[src/rtl/adc_seq_pkg.sv]
// constants, types and decode functions for the conversion sequencer
package adc_seq_pkg;

	// --------------------------------------------------------------
	// register word addresses
	// --------------------------------------------------------------
	localparam int             AXI_AW        = 8;
	localparam logic [7:0]     ADDR_FLAGS    = 8'h00;
	localparam logic [7:0]     ADDR_ENABLES  = 8'h04;
	localparam logic [7:0]     ADDR_PRIORITY = 8'h08;
	localparam logic [7:0]     ADDR_RES_HIGH = 8'h0C;
	localparam logic [7:0]     ADDR_RES_LOW  = 8'h10;
	localparam logic [7:0]     ADDR_CTRL_A   = 8'h14;
	localparam logic [7:0]     ADDR_CTRL_B   = 8'h18;
	localparam logic [7:0]     ADDR_CTRL_C   = 8'h1C;
	localparam logic [7:0]     ADDR_PORT_A   = 8'h20;

	// --------------------------------------------------------------
	// field positions and reset values
	// --------------------------------------------------------------
	localparam int             DONE_BIT      = 6;
	localparam int             TRIG_BIT      = 7;
	localparam int             GO_BIT        = 1;
	localparam int             PWR_BIT       = 0;
	localparam int             CHAN_LSB      = 2;
	localparam int             REF_BIT       = 4;
	localparam int             FMT_BIT       = 7;
	localparam int             ACQ_LSB       = 3;
	localparam logic [7:0]     CTRL_RESET    = 8'h00;
	localparam logic [7:0]     CTRL_C_MASK   = 8'hBF;
	localparam logic [7:0]     CTRL_B_MASK   = 8'h1F;
	localparam logic [7:0]     CTRL_A_MASK   = 8'h8F;
	localparam logic [7:0]     IRQ_MASK      = 8'h7F;

	// --------------------------------------------------------------
	// sequencing counts
	// --------------------------------------------------------------
	localparam logic [4:0]     CONV_TADS     = 5'h0B;
	localparam logic [4:0]     WAIT_TADS     = 5'h02;
	localparam logic [4:0]     SAR_BITS      = 5'h0A;
	localparam logic [9:0]     SAR_MSB       = 10'h200;
	localparam int             CLK_NS        = 100;
	localparam int             TCY_NS        = 400;
	localparam logic [3:0]     TCY_CYCLES    = 4'((TCY_NS + CLK_NS - 1) / CLK_NS);
	localparam logic [1:0]     RESP_OKAY     = 2'h0;
	localparam logic [1:0]     RESP_SLVERR   = 2'h2;

	typedef enum logic [5:0] {
		S_IDLE   = 6'h01,
		S_SAMPLE = 6'h02,
		S_ACQ    = 6'h04,
		S_DELAY  = 6'h08,
		S_CONV   = 6'h10,
		S_WAIT   = 6'h20
	} state_t;

	// acquisition code to bit periods
	function automatic logic [4:0] acq_tads(input logic [2:0] code);
		case (code)
			3'h7:    acq_tads = 5'h14;
			3'h6:    acq_tads = 5'h10;
			3'h5:    acq_tads = 5'h0C;
			3'h4:    acq_tads = 5'h08;
			3'h3:    acq_tads = 5'h06;
			3'h2:    acq_tads = 5'h04;
			3'h1:    acq_tads = 5'h02;
			default: acq_tads = 5'h00;
		endcase
	endfunction : acq_tads

	// clock select code to oscillator periods per bit period
	function automatic logic [6:0] tad_div(input logic [2:0] code);
		case (code)
			3'h0:    tad_div = 7'h02;
			3'h4:    tad_div = 7'h04;
			3'h1:    tad_div = 7'h08;
			3'h5:    tad_div = 7'h10;
			3'h2:    tad_div = 7'h20;
			default: tad_div = 7'h40;
		endcase
	endfunction : tad_div

	function automatic logic is_rc(input logic [2:0] code);
		is_rc = (code[1:0] == 2'h3);
	endfunction : is_rc

endpackage : adc_seq_pkg

[src/rtl/adc_sequencer.sv]
// acquisition and conversion sequencer with axi4-lite registers
`timescale 1ns/1ps
module adc_sequencer
	import adc_seq_pkg::*;
(
	input  wire logic              clk,         // system clock, 10 MHz
	input  wire logic              sys_rst,     // synchronous reset
	input  wire logic [AXI_AW-1:0] awaddr,      // write address
	input  wire logic              awvalid,     // write address valid
	output logic                   awready,     // write address ready
	input  wire logic [31:0]       wdata,       // write data
	input  wire logic [3:0]        wstrb,       // write strobes
	input  wire logic              wvalid,      // write data valid
	output logic                   wready,      // write data ready
	output logic [1:0]             bresp,       // write response
	output logic                   bvalid,      // write response valid
	input  wire logic              bready,      // write response ready
	input  wire logic [AXI_AW-1:0] araddr,      // read address
	input  wire logic              arvalid,     // read address valid
	output logic                   arready,     // read address ready
	output logic [31:0]            rdata,       // read data
	output logic [1:0]             rresp,       // read response
	output logic                   rvalid,      // read data valid
	input  wire logic              rready,      // read data ready
	input  wire logic              pwm_trigger, // pwm special event pulse
	input  wire logic              rc_osc,      // internal rc conversion clock
	input  wire logic              cmp_in,      // comparator, input above dac
	input  wire logic [7:0]        port_pins,   // port a pin levels
	output logic                   sample_en,   // hold capacitor tracks input
	output logic                   discharge,   // capacitor array discharge
	output logic [1:0]             channel,     // selected analog channel
	output logic                   ref_sel,     // positive reference select
	output logic [9:0]             dac_code     // successive approximation trial
);

	// ----------------------------------------------------------------
	// registers and state
	// ----------------------------------------------------------------
	state_t      state;
	state_t      next_state;
	logic [7:0]  irq_flags_1;
	logic [7:0]  irq_enables_1;
	logic [7:0]  irq_priority_1;
	logic [7:0]  conv_result_high;
	logic [7:0]  conv_result_low;
	logic [7:0]  conv_control_a;
	logic [7:0]  conv_control_b;
	logic [7:0]  conv_control_c;
	logic [4:0]  tad_cnt;
	logic [3:0]  dly_cnt;
	logic [9:0]  sar;
	logic        rc_s1, rc_s2, rc_s3;
	logic        cmp_s1, cmp_s2;
	logic [7:0]  port_s1, port_s2;
	logic        tad_tick;

	// ----------------------------------------------------------------
	// input synchronisers
	// ----------------------------------------------------------------
	always_ff @(posedge clk)
	begin
		rc_s1   <= rc_osc;
		rc_s2   <= rc_s1;
		rc_s3   <= rc_s2;
		cmp_s1  <= cmp_in;
		cmp_s2  <= cmp_s1;
		port_s1 <= port_pins;
		port_s2 <= port_s1;
	end

	// ----------------------------------------------------------------
	// decode
	// ----------------------------------------------------------------
	wire       power_on  = conv_control_a[PWR_BIT];
	wire       go        = conv_control_a[GO_BIT];
	wire [2:0] acq_sel   = conv_control_c[ACQ_LSB +: 3];
	wire [2:0] clk_sel   = conv_control_c[2:0];
	wire [4:0] acq_len   = acq_tads(acq_sel);
	wire       rc_sel    = is_rc(clk_sel);
	wire       rc_tick   = rc_s2 & ~rc_s3;
	wire       last_tad  = tad_tick && (tad_cnt == CONV_TADS - 5'h01);
	wire       complete  = (state == S_CONV) && last_tad && go;
	wire       trig      = pwm_trigger & conv_control_a[TRIG_BIT];
	wire [7:0] analog_mask = {1'b0, ~conv_control_b[3], 1'b0, ~conv_control_b[2],
	                          2'b00, ~conv_control_b[1], ~conv_control_b[0]};
	wire [7:0] port_rd   = port_s2 & ~analog_mask;
	wire [7:0] res_hi_fmt = conv_control_c[FMT_BIT] ? {6'h00, sar[9:8]} : sar[9:2];
	wire [7:0] res_lo_fmt = conv_control_c[FMT_BIT] ? sar[7:0] : {sar[1:0], 6'h00};

	// ----------------------------------------------------------------
	// bit period generator
	// ----------------------------------------------------------------
	tad_gen u_tad (
		.clk     (clk),
		.sys_rst (sys_rst),
		.restart (next_state != state),
		.clk_sel (clk_sel),
		.rc_tick (rc_tick),
		.tick    (tad_tick)
	);

	// ----------------------------------------------------------------
	// sequencer
	// ----------------------------------------------------------------
	// the same go bit covers acquisition and conversion
	always_comb
	begin
		next_state = state;
		case (state)
			S_IDLE:
				if (power_on)
					next_state = S_WAIT;
			S_SAMPLE:
				if (go && acq_len != 5'h00)
					next_state = S_ACQ;
				else if (go && rc_sel)
					next_state = S_DELAY;
				else if (go)
					next_state = S_CONV;
			S_ACQ:
				if (!go)
					next_state = S_WAIT;
				else if (tad_tick && tad_cnt == acq_len - 5'h01)
					next_state = S_CONV;
			S_DELAY:
				if (!go)
					next_state = S_WAIT;
				else if (dly_cnt == TCY_CYCLES - 4'h1)
					next_state = S_CONV;
			S_CONV:
				if (!go || last_tad)
					next_state = S_WAIT;
			S_WAIT:
				if (tad_tick && tad_cnt == WAIT_TADS - 5'h01)
					next_state = S_SAMPLE;
			default:
				next_state = S_IDLE;
		endcase
		if (!power_on)
			next_state = S_IDLE;
	end

	always_ff @(posedge clk)
	begin
		if (sys_rst)
			state <= S_IDLE;
		else
			state <= next_state;
	end

	always_ff @(posedge clk)
	begin
		if (sys_rst || next_state != state)
			tad_cnt <= 5'h00;
		else if (tad_tick)
			tad_cnt <= tad_cnt + 5'h01;
	end

	always_ff @(posedge clk)
	begin
		if (sys_rst || state != S_DELAY)
			dly_cnt <= 4'h0;
		else
			dly_cnt <= dly_cnt + 4'h1;
	end

	// successive approximation, one bit per period from the first, none in the eleventh
	wire [3:0] bit_idx = 4'(SAR_BITS - 5'h01 - tad_cnt);
	always_ff @(posedge clk)
	begin
		if (sys_rst)
			sar <= 10'h000;
		else if (state != S_CONV && next_state == S_CONV)
			sar <= SAR_MSB;
		else if (state == S_CONV && tad_tick && tad_cnt < SAR_BITS)
		begin
			sar[bit_idx] <= cmp_s2;
			if (bit_idx != 4'h0)
				sar[bit_idx - 4'h1] <= 1'b1;
		end
	end

	// analog side: channel and pin direction play no part in sequencing
	always_ff @(posedge clk)
	begin
		sample_en <= ~sys_rst & (next_state == S_SAMPLE || next_state == S_ACQ);
		discharge <= ~sys_rst & (next_state == S_WAIT);
		channel   <= sys_rst ? 2'h0 : conv_control_a[CHAN_LSB +: 2];
		ref_sel   <= ~sys_rst & conv_control_b[REF_BIT];
		dac_code  <= sys_rst ? 10'h000 : sar;
	end

	// ----------------------------------------------------------------
	// axi4-lite slave
	// ----------------------------------------------------------------
	wire wr_start = awvalid & wvalid & ~awready & ~bvalid;
	wire rd_start = arvalid & ~arready & ~rvalid;
	wire wr_en    = awready & awvalid & wvalid & wstrb[0];
	wire wr_flags = wr_en && awaddr == ADDR_FLAGS;
	wire wr_en_r  = wr_en && awaddr == ADDR_ENABLES;
	wire wr_prio  = wr_en && awaddr == ADDR_PRIORITY;
	wire wr_res_h = wr_en && awaddr == ADDR_RES_HIGH;
	wire wr_res_l = wr_en && awaddr == ADDR_RES_LOW;
	wire wr_ctl_a = wr_en && awaddr == ADDR_CTRL_A;
	wire wr_ctl_b = wr_en && awaddr == ADDR_CTRL_B;
	wire wr_ctl_c = wr_en && awaddr == ADDR_CTRL_C;
	wire aw_hit   = awaddr <= ADDR_CTRL_C && awaddr[1:0] == 2'h0;
	wire ar_hit   = araddr <= ADDR_PORT_A && araddr[1:0] == 2'h0;
	wire [7:0] rd_byte =
		(araddr == ADDR_FLAGS)    ? irq_flags_1 :
		(araddr == ADDR_ENABLES)  ? irq_enables_1 :
		(araddr == ADDR_PRIORITY) ? irq_priority_1 :
		(araddr == ADDR_RES_HIGH) ? conv_result_high :
		(araddr == ADDR_RES_LOW)  ? conv_result_low :
		(araddr == ADDR_CTRL_A)   ? conv_control_a :
		(araddr == ADDR_CTRL_B)   ? conv_control_b :
		(araddr == ADDR_CTRL_C)   ? conv_control_c :
		(araddr == ADDR_PORT_A)   ? port_rd : 8'h00;

	always_ff @(posedge clk)
	begin
		if (sys_rst)
		begin
			awready <= 1'b0;
			wready  <= 1'b0;
			bvalid  <= 1'b0;
			bresp   <= RESP_OKAY;
		end
		else
		begin
			awready <= wr_start;
			wready  <= wr_start;
			if (awready)
			begin
				bvalid <= 1'b1;
				bresp  <= aw_hit ? RESP_OKAY : RESP_SLVERR;
			end
			else if (bready)
				bvalid <= 1'b0;
		end
	end

	always_ff @(posedge clk)
	begin
		if (sys_rst)
		begin
			arready <= 1'b0;
			rvalid  <= 1'b0;
			rdata   <= 32'h0000_0000;
			rresp   <= RESP_OKAY;
		end
		else
		begin
			arready <= rd_start;
			if (arready)
			begin
				rvalid <= 1'b1;
				rdata  <= {24'h00_0000, rd_byte};
				rresp  <= ar_hit ? RESP_OKAY : RESP_SLVERR;
			end
			else if (rready)
				rvalid <= 1'b0;
		end
	end

	// ----------------------------------------------------------------
	// register file
	// ----------------------------------------------------------------
	always_ff @(posedge clk)
	begin
		if (sys_rst)
		begin
			irq_flags_1    <= CTRL_RESET;
			irq_enables_1  <= CTRL_RESET;
			irq_priority_1 <= CTRL_RESET;
			conv_control_b <= CTRL_RESET;
			conv_control_c <= CTRL_RESET;
		end
		else
		begin
			if (wr_flags)
				irq_flags_1 <= wdata[7:0] & IRQ_MASK;
			if (complete)
				irq_flags_1[DONE_BIT] <= 1'b1;
			if (wr_en_r)
				irq_enables_1 <= wdata[7:0] & IRQ_MASK;
			if (wr_prio)
				irq_priority_1 <= wdata[7:0] & IRQ_MASK;
			if (wr_ctl_b)
				conv_control_b <= wdata[7:0] & CTRL_B_MASK;
			if (wr_ctl_c)
				conv_control_c <= wdata[7:0] & CTRL_C_MASK;
		end
	end

	// start flag: hardware clear, then software write, then trigger set
	always_ff @(posedge clk)
	begin
		if (sys_rst)
			conv_control_a <= CTRL_RESET;
		else
		begin
			if (complete || !power_on)
				conv_control_a[GO_BIT] <= 1'b0;
			if (wr_ctl_a)
				conv_control_a <= wdata[7:0] & CTRL_A_MASK;
			if (trig && power_on)
				conv_control_a[GO_BIT] <= 1'b1;
		end
	end

	// result loads on a finished conversion or a bus write, never on abort
	always_ff @(posedge clk)
	begin
		if (complete)
		begin
			conv_result_high <= res_hi_fmt;
			conv_result_low  <= res_lo_fmt;
		end
		else
		begin
			if (wr_res_h)
				conv_result_high <= wdata[7:0];
			if (wr_res_l)
				conv_result_low <= wdata[7:0];
		end
	end
endmodule : adc_sequencer

[src/rtl/tad_gen.sv]
// bit period tick generator from oscillator divider or rc clock
`timescale 1ns/1ps
module tad_gen
	import adc_seq_pkg::*;
(
	input  wire logic       clk,      // system clock
	input  wire logic       sys_rst,  // synchronous reset
	input  wire logic       restart,  // zero the divider
	input  wire logic [2:0] clk_sel,  // conversion clock select
	input  wire logic       rc_tick,  // synchronised rc edge
	output logic            tick      // one pulse per bit period
);

	logic [6:0] div_cnt;
	wire  [6:0] div_last = tad_div(clk_sel) - 7'h01;
	wire        use_rc   = is_rc(clk_sel);

	always_ff @(posedge clk)
	begin
		if (sys_rst || restart)
		begin
			div_cnt <= 7'h00;
			tick    <= 1'b0;
		end
		else if (use_rc)
		begin
			div_cnt <= 7'h00;
			tick    <= rc_tick;
		end
		else if (div_cnt >= div_last)
		begin
			div_cnt <= 7'h00;
			tick    <= 1'b1;
		end
		else
		begin
			div_cnt <= div_cnt + 7'h01;
			tick    <= 1'b0;
		end
	end

endmodule : tad_gen

[config.mk]
export PLATFORM = sky130hd
export DESIGN_NAME = adc_sequencer
export DESIGN_NICKNAME = d
export VERILOG_FILES = /design/src/rtl/adc_seq_pkg.sv /design/src/rtl/adc_sequencer.sv /design/src/rtl/tad_gen.sv
export SDC_FILE = /design/constraint.sdc
export NUM_CORES = 1
export LEC_CHECK = 0
export ABC_AREA = 1
export BUFFER_PORTS_ARGS = -buffer_cell sky130_fd_sc_hd__buf_4
export CAP_MARGIN = 20
export CELL_PAD_IN_SITES_DETAIL_PLACEMENT = 2
export CELL_PAD_IN_SITES_GLOBAL_PLACEMENT = 2
export CORE_MARGIN = 2
export CORE_UTILIZATION = 25
export CTS_CLUSTER_DIAMETER = 150
export CTS_CLUSTER_SIZE = 8
export DETAILED_ROUTE_END_ITERATION = 8
export GPL_TIMING_DRIVEN = 0
export PLACE_DENSITY = 0.75
export SKIP_LAST_GASP = 1
export SYNTH_ARGS = -nofsm -noshare
export SYNTH_HDL_FRONTEND = slang
export SYNTH_SLANG_ARGS = --single-unit
[constraint.sdc]
create_clock -name clk -period 2.6 [get_ports clk]
set_input_delay 0.26 -clock clk [delete_from_list [all_inputs] [get_ports clk]]
set_output_delay 0.26 -clock clk [all_outputs]
set_load 0.02 [all_outputs]
==> impl_metrics.tcl <==
set metrics [dict create \
    hold_violations 0 \
    cts_tree "built" \
    routabilityCongestion 0.826 \
    rows 59 \
    p_leak_nw 3.52 \
    seqCellArea_um2 2920 \
    clock-root-buffer "clkbuf_16" \
    rr_worst_depth 17 \
    placed_area_um2 7560 \
    drv_cap 0 \
    grt_max_degree 17 \
    synth_compound_gate_area_share_pct 15.1 \
    num_vias 6261 \
    post_drt_via_cell_ratio 4.66 \
    crit_type "reg2reg" \
    setup-tns-final_ns 0 \
    synthesis.area_um2 6510 \
    crit_path_end_kind "flop" \
    power_density_nw_per_um2 616 \
    ys_ff_latch 137 \
    dpl.cell_count 1292 \
    clock_skew_ns 0.0111 \
    critical_path_peak_fanout 7 \
    r2r_end "u_tad.div_cnt[3]" \
    grt_pass1_vias 6656 \
    min_period_ns 2.42 \
    cts_sinks 137 \
    grt_usage_pct 18.0 \
    ys.warnings.count 0 \
    multi_input_area_um2 3010 \
    final-setup-viol-count 0 \
    first_pass_iters 4 \
    dieWidth_um 165 \
    worst_slew_pin_slew_ns 0.890 \
    synth_cells 861 \
    stdcell_area_um2 8370 \
    dieArea_um2 27400 \
    num_io_pins 126 \
    yosys.area_share.simple_pct 24.0 \
    portBuffers 71 \
    synth_mux_area_share_pct 0 \
    synth_ff_type "dfxtp_1" \
    final_cell_count_no_fill 1343 \
    finalMaxSlewViolations 0 \
    reg2reg_slack_ns 0.18 \
    drc 0 \
    initial_core_util_pct 25.2 \
    min_from "rready" \
    period_share_pct 93.1 \
    grt_pass1_wl_um 37300 \
    drtIter0Drc 260 \
    worstSkewPairLatency_ns 0.44 \
    worstPathRequired_ns 2.97 \
    cts.path.max_buffers 2 \
    core_um2 25800 \
    detail-route-antenna-nets 0 \
    wire_per_inst_um 17.7 \
    area_growth_pct 28.5 \
    drive_gt1_share_pct 19.0 \
    synth_adder_area_share_pct 3.65 \
    cts_buffers 17 \
    nets 1084 \
    synth_edf_count 16 \
    ys_seq_area_share_pct 44.6 \
    routed_wirelength_um 23800 \
    worstPathArrival_ns 2.79 \
    grt_overflow 0 \
    fillers 3012 \
    outcome "finished clean" \
    synth_top_family_by_area "simple AND/OR/NAND/NOR gates" \
    setup_ws_ns 0.179 \
    async_flop_share_pct 0 \
    ir_worst_vdd_v 0.000388 \
    synth.avg_cell_area_um2 7.57 \
    die_h_um 165 \
    htreeDepth 4 \
    grt_antenna_before_repair 0 \
    min_path_type "in2reg" \
    fmax_ghz 0.413 \
    whs_endpoint "rvalid" \
    pre_cts_slack_ns 0.00417 \
    antennaDiodeCount 0 \
    rr_startpoint "conv_control_c[3]" \
    slew_headroom_pct 40.2 \
    dpl.hpwl_um 17700 \
    hold_depth 4 \
    worst_setup_path_start_kind "flop" \
    clk_pin_slew_ns 0.06 \
    synth-xor-area-share_pct 1.48 \
    synth.distinct_cells 41 \
]
==> critical path, stage by stage, from the launching register on <==
cell and delay (ns):
dfxtp_4 0.40, nand2_1 0.09, o21a_1 0.15, ha_4 0.27, inv_1 0.03, nand2_1 0.06
nand3_1 0.09, nor2_2 0.17, nand3_2 0.11, nand2_1 0.08, nand2_1 0.05, nand2_1 0.09
nand2_2 0.07, nand2_1 0.08, nand3_2 0.10, nor2_4 0.22, nand3_4 0.17, nor2_2 0.13
==> report_power, final <==
group          switching (mW)  internal, mW
clock                    1.01          1.48
sequential             0.0321          2.17
combinational           0.283         0.172
==> synth_stat cells, types with 5 or more instances <==
cell type,instances,share of area [%]
a21oi_1,87,6.7
buf_4,27,3.1
clkbuf_1,17,0.98
dfxtp_1,121,37
edfxtp_1,16,7.4
ha_1,19,3.6
inv_1,107,6.2
inv_2,7,0.40
nand2_1,143,8.2
nand2_2,5,0.48
nand3_1,51,3.9
nand4_1,11,1.1
nor2_1,87,5.0
nor2_2,19,1.8
nor3_1,15,1.2
o21ai_0,61,4.7
o31ai_1,15,1.7
xor2_1,9,1.2
==> cell usage in the layout (no fill, tap or decap), types with 20 or more instances in the layout <==
| cell type | count |
|---|---|
| a21oi_1 | 87 |
| conb_1 | 27 |
| nand3_1 | 51 |
| nand2_1 | 142 |
| clkbuf_1 | 20 |
| dfxtp_1 | 117 |
| buf_4 | 106 |
| o21ai_0 | 61 |
| nor2_1 | 87 |
| inv_1 | 106 |
==> cells by family (layout without fill, tap and decap cells) <==
group / after synthesis / in the layout
AO/OA/AOI/OAI: 182 / 182
XOR/XNOR: 11 / 11
adder cells (fa/ha/maj): 19 / 19
buffers and inverters: 164 / 286
flip-flops: 137 / 137
other: 2 / 27
AND/OR/NAND/NOR: 346 / 346
==> worst max-delay path by stage <==
stage / slack, ns / to / startpoint
3_5_place_dp: 0.004 / u_tad.div_cnt[2] / conv_control_c[4]
3_3_place_gp: 0.04 / u_tad.div_cnt[6] / conv_control_c[4]
6_report: 0.18 / u_tad.div_cnt[3] / conv_control_c[3]
4_1_cts: 0.008 / u_tad.div_cnt[2] / conv_control_c[4]
5_1_grt: -0.04 / u_tad.div_cnt[1] / conv_control_c[4]
2_1_floorplan: 0.59 / conv_result_low[0] / tad_cnt[2]
==> cell type report <==
cell class,instances,area share (%)
Inverter,116,5.26
Multi-Input combinational cell,585,36.0
Timing Repair Buffer,90,8.34
Buffer,48,3.42
Clock inverter,11,1.64
Tap cell,335,5.01
Clock buffer,21,5.51
Sequential cell,137,34.8
==> flip-flops by register name, indices dropped and copies added (netlist names), 8 cells and up <==
register	count
conv_result_high	8
sar	10
port_s1	8
conv_result_low	8
rdata	8
port_s2	8
dac_code	10
==> per-stage QoR <==
stage / power [mW] / hold slack [ns] / utilization [%]
after CTS: 5.20 / 0.0611 / 32.0
after global routing: 5.35 / 0.0787 / 32.4
final: 5.16 / 0.0800 / 32.4
after global placement: 2.67 / 0.312 / 29.3
after floorplan: 2.52 / 0.288 / -
after detailed placement: 2.68 / 0.315 / 29.3
==> timing repair <==
action | CTS | global route
hold buffers | 10 | 0
gates resized for setup | 2 | 11
pin swaps | 0 | 6
buffers inserted | 0 | 8
endpoints found under the hold margin | 10 | 0
setup endpoints to repair | 13 | 38
==> routing by layer <==
layer | track usage, % | part of all wire [%] | vias to the layer above
li1 | - | - | 3036
met1 | 22.0 | 45 | 3085
met2 | 32.1 | 50 | 113
met3 | 3.07 | 2.8 | 27
met4 | 5.53 | 1.7 | 0
met5 | 0 | 0 | -
Power figures use the tool's default switching activity.
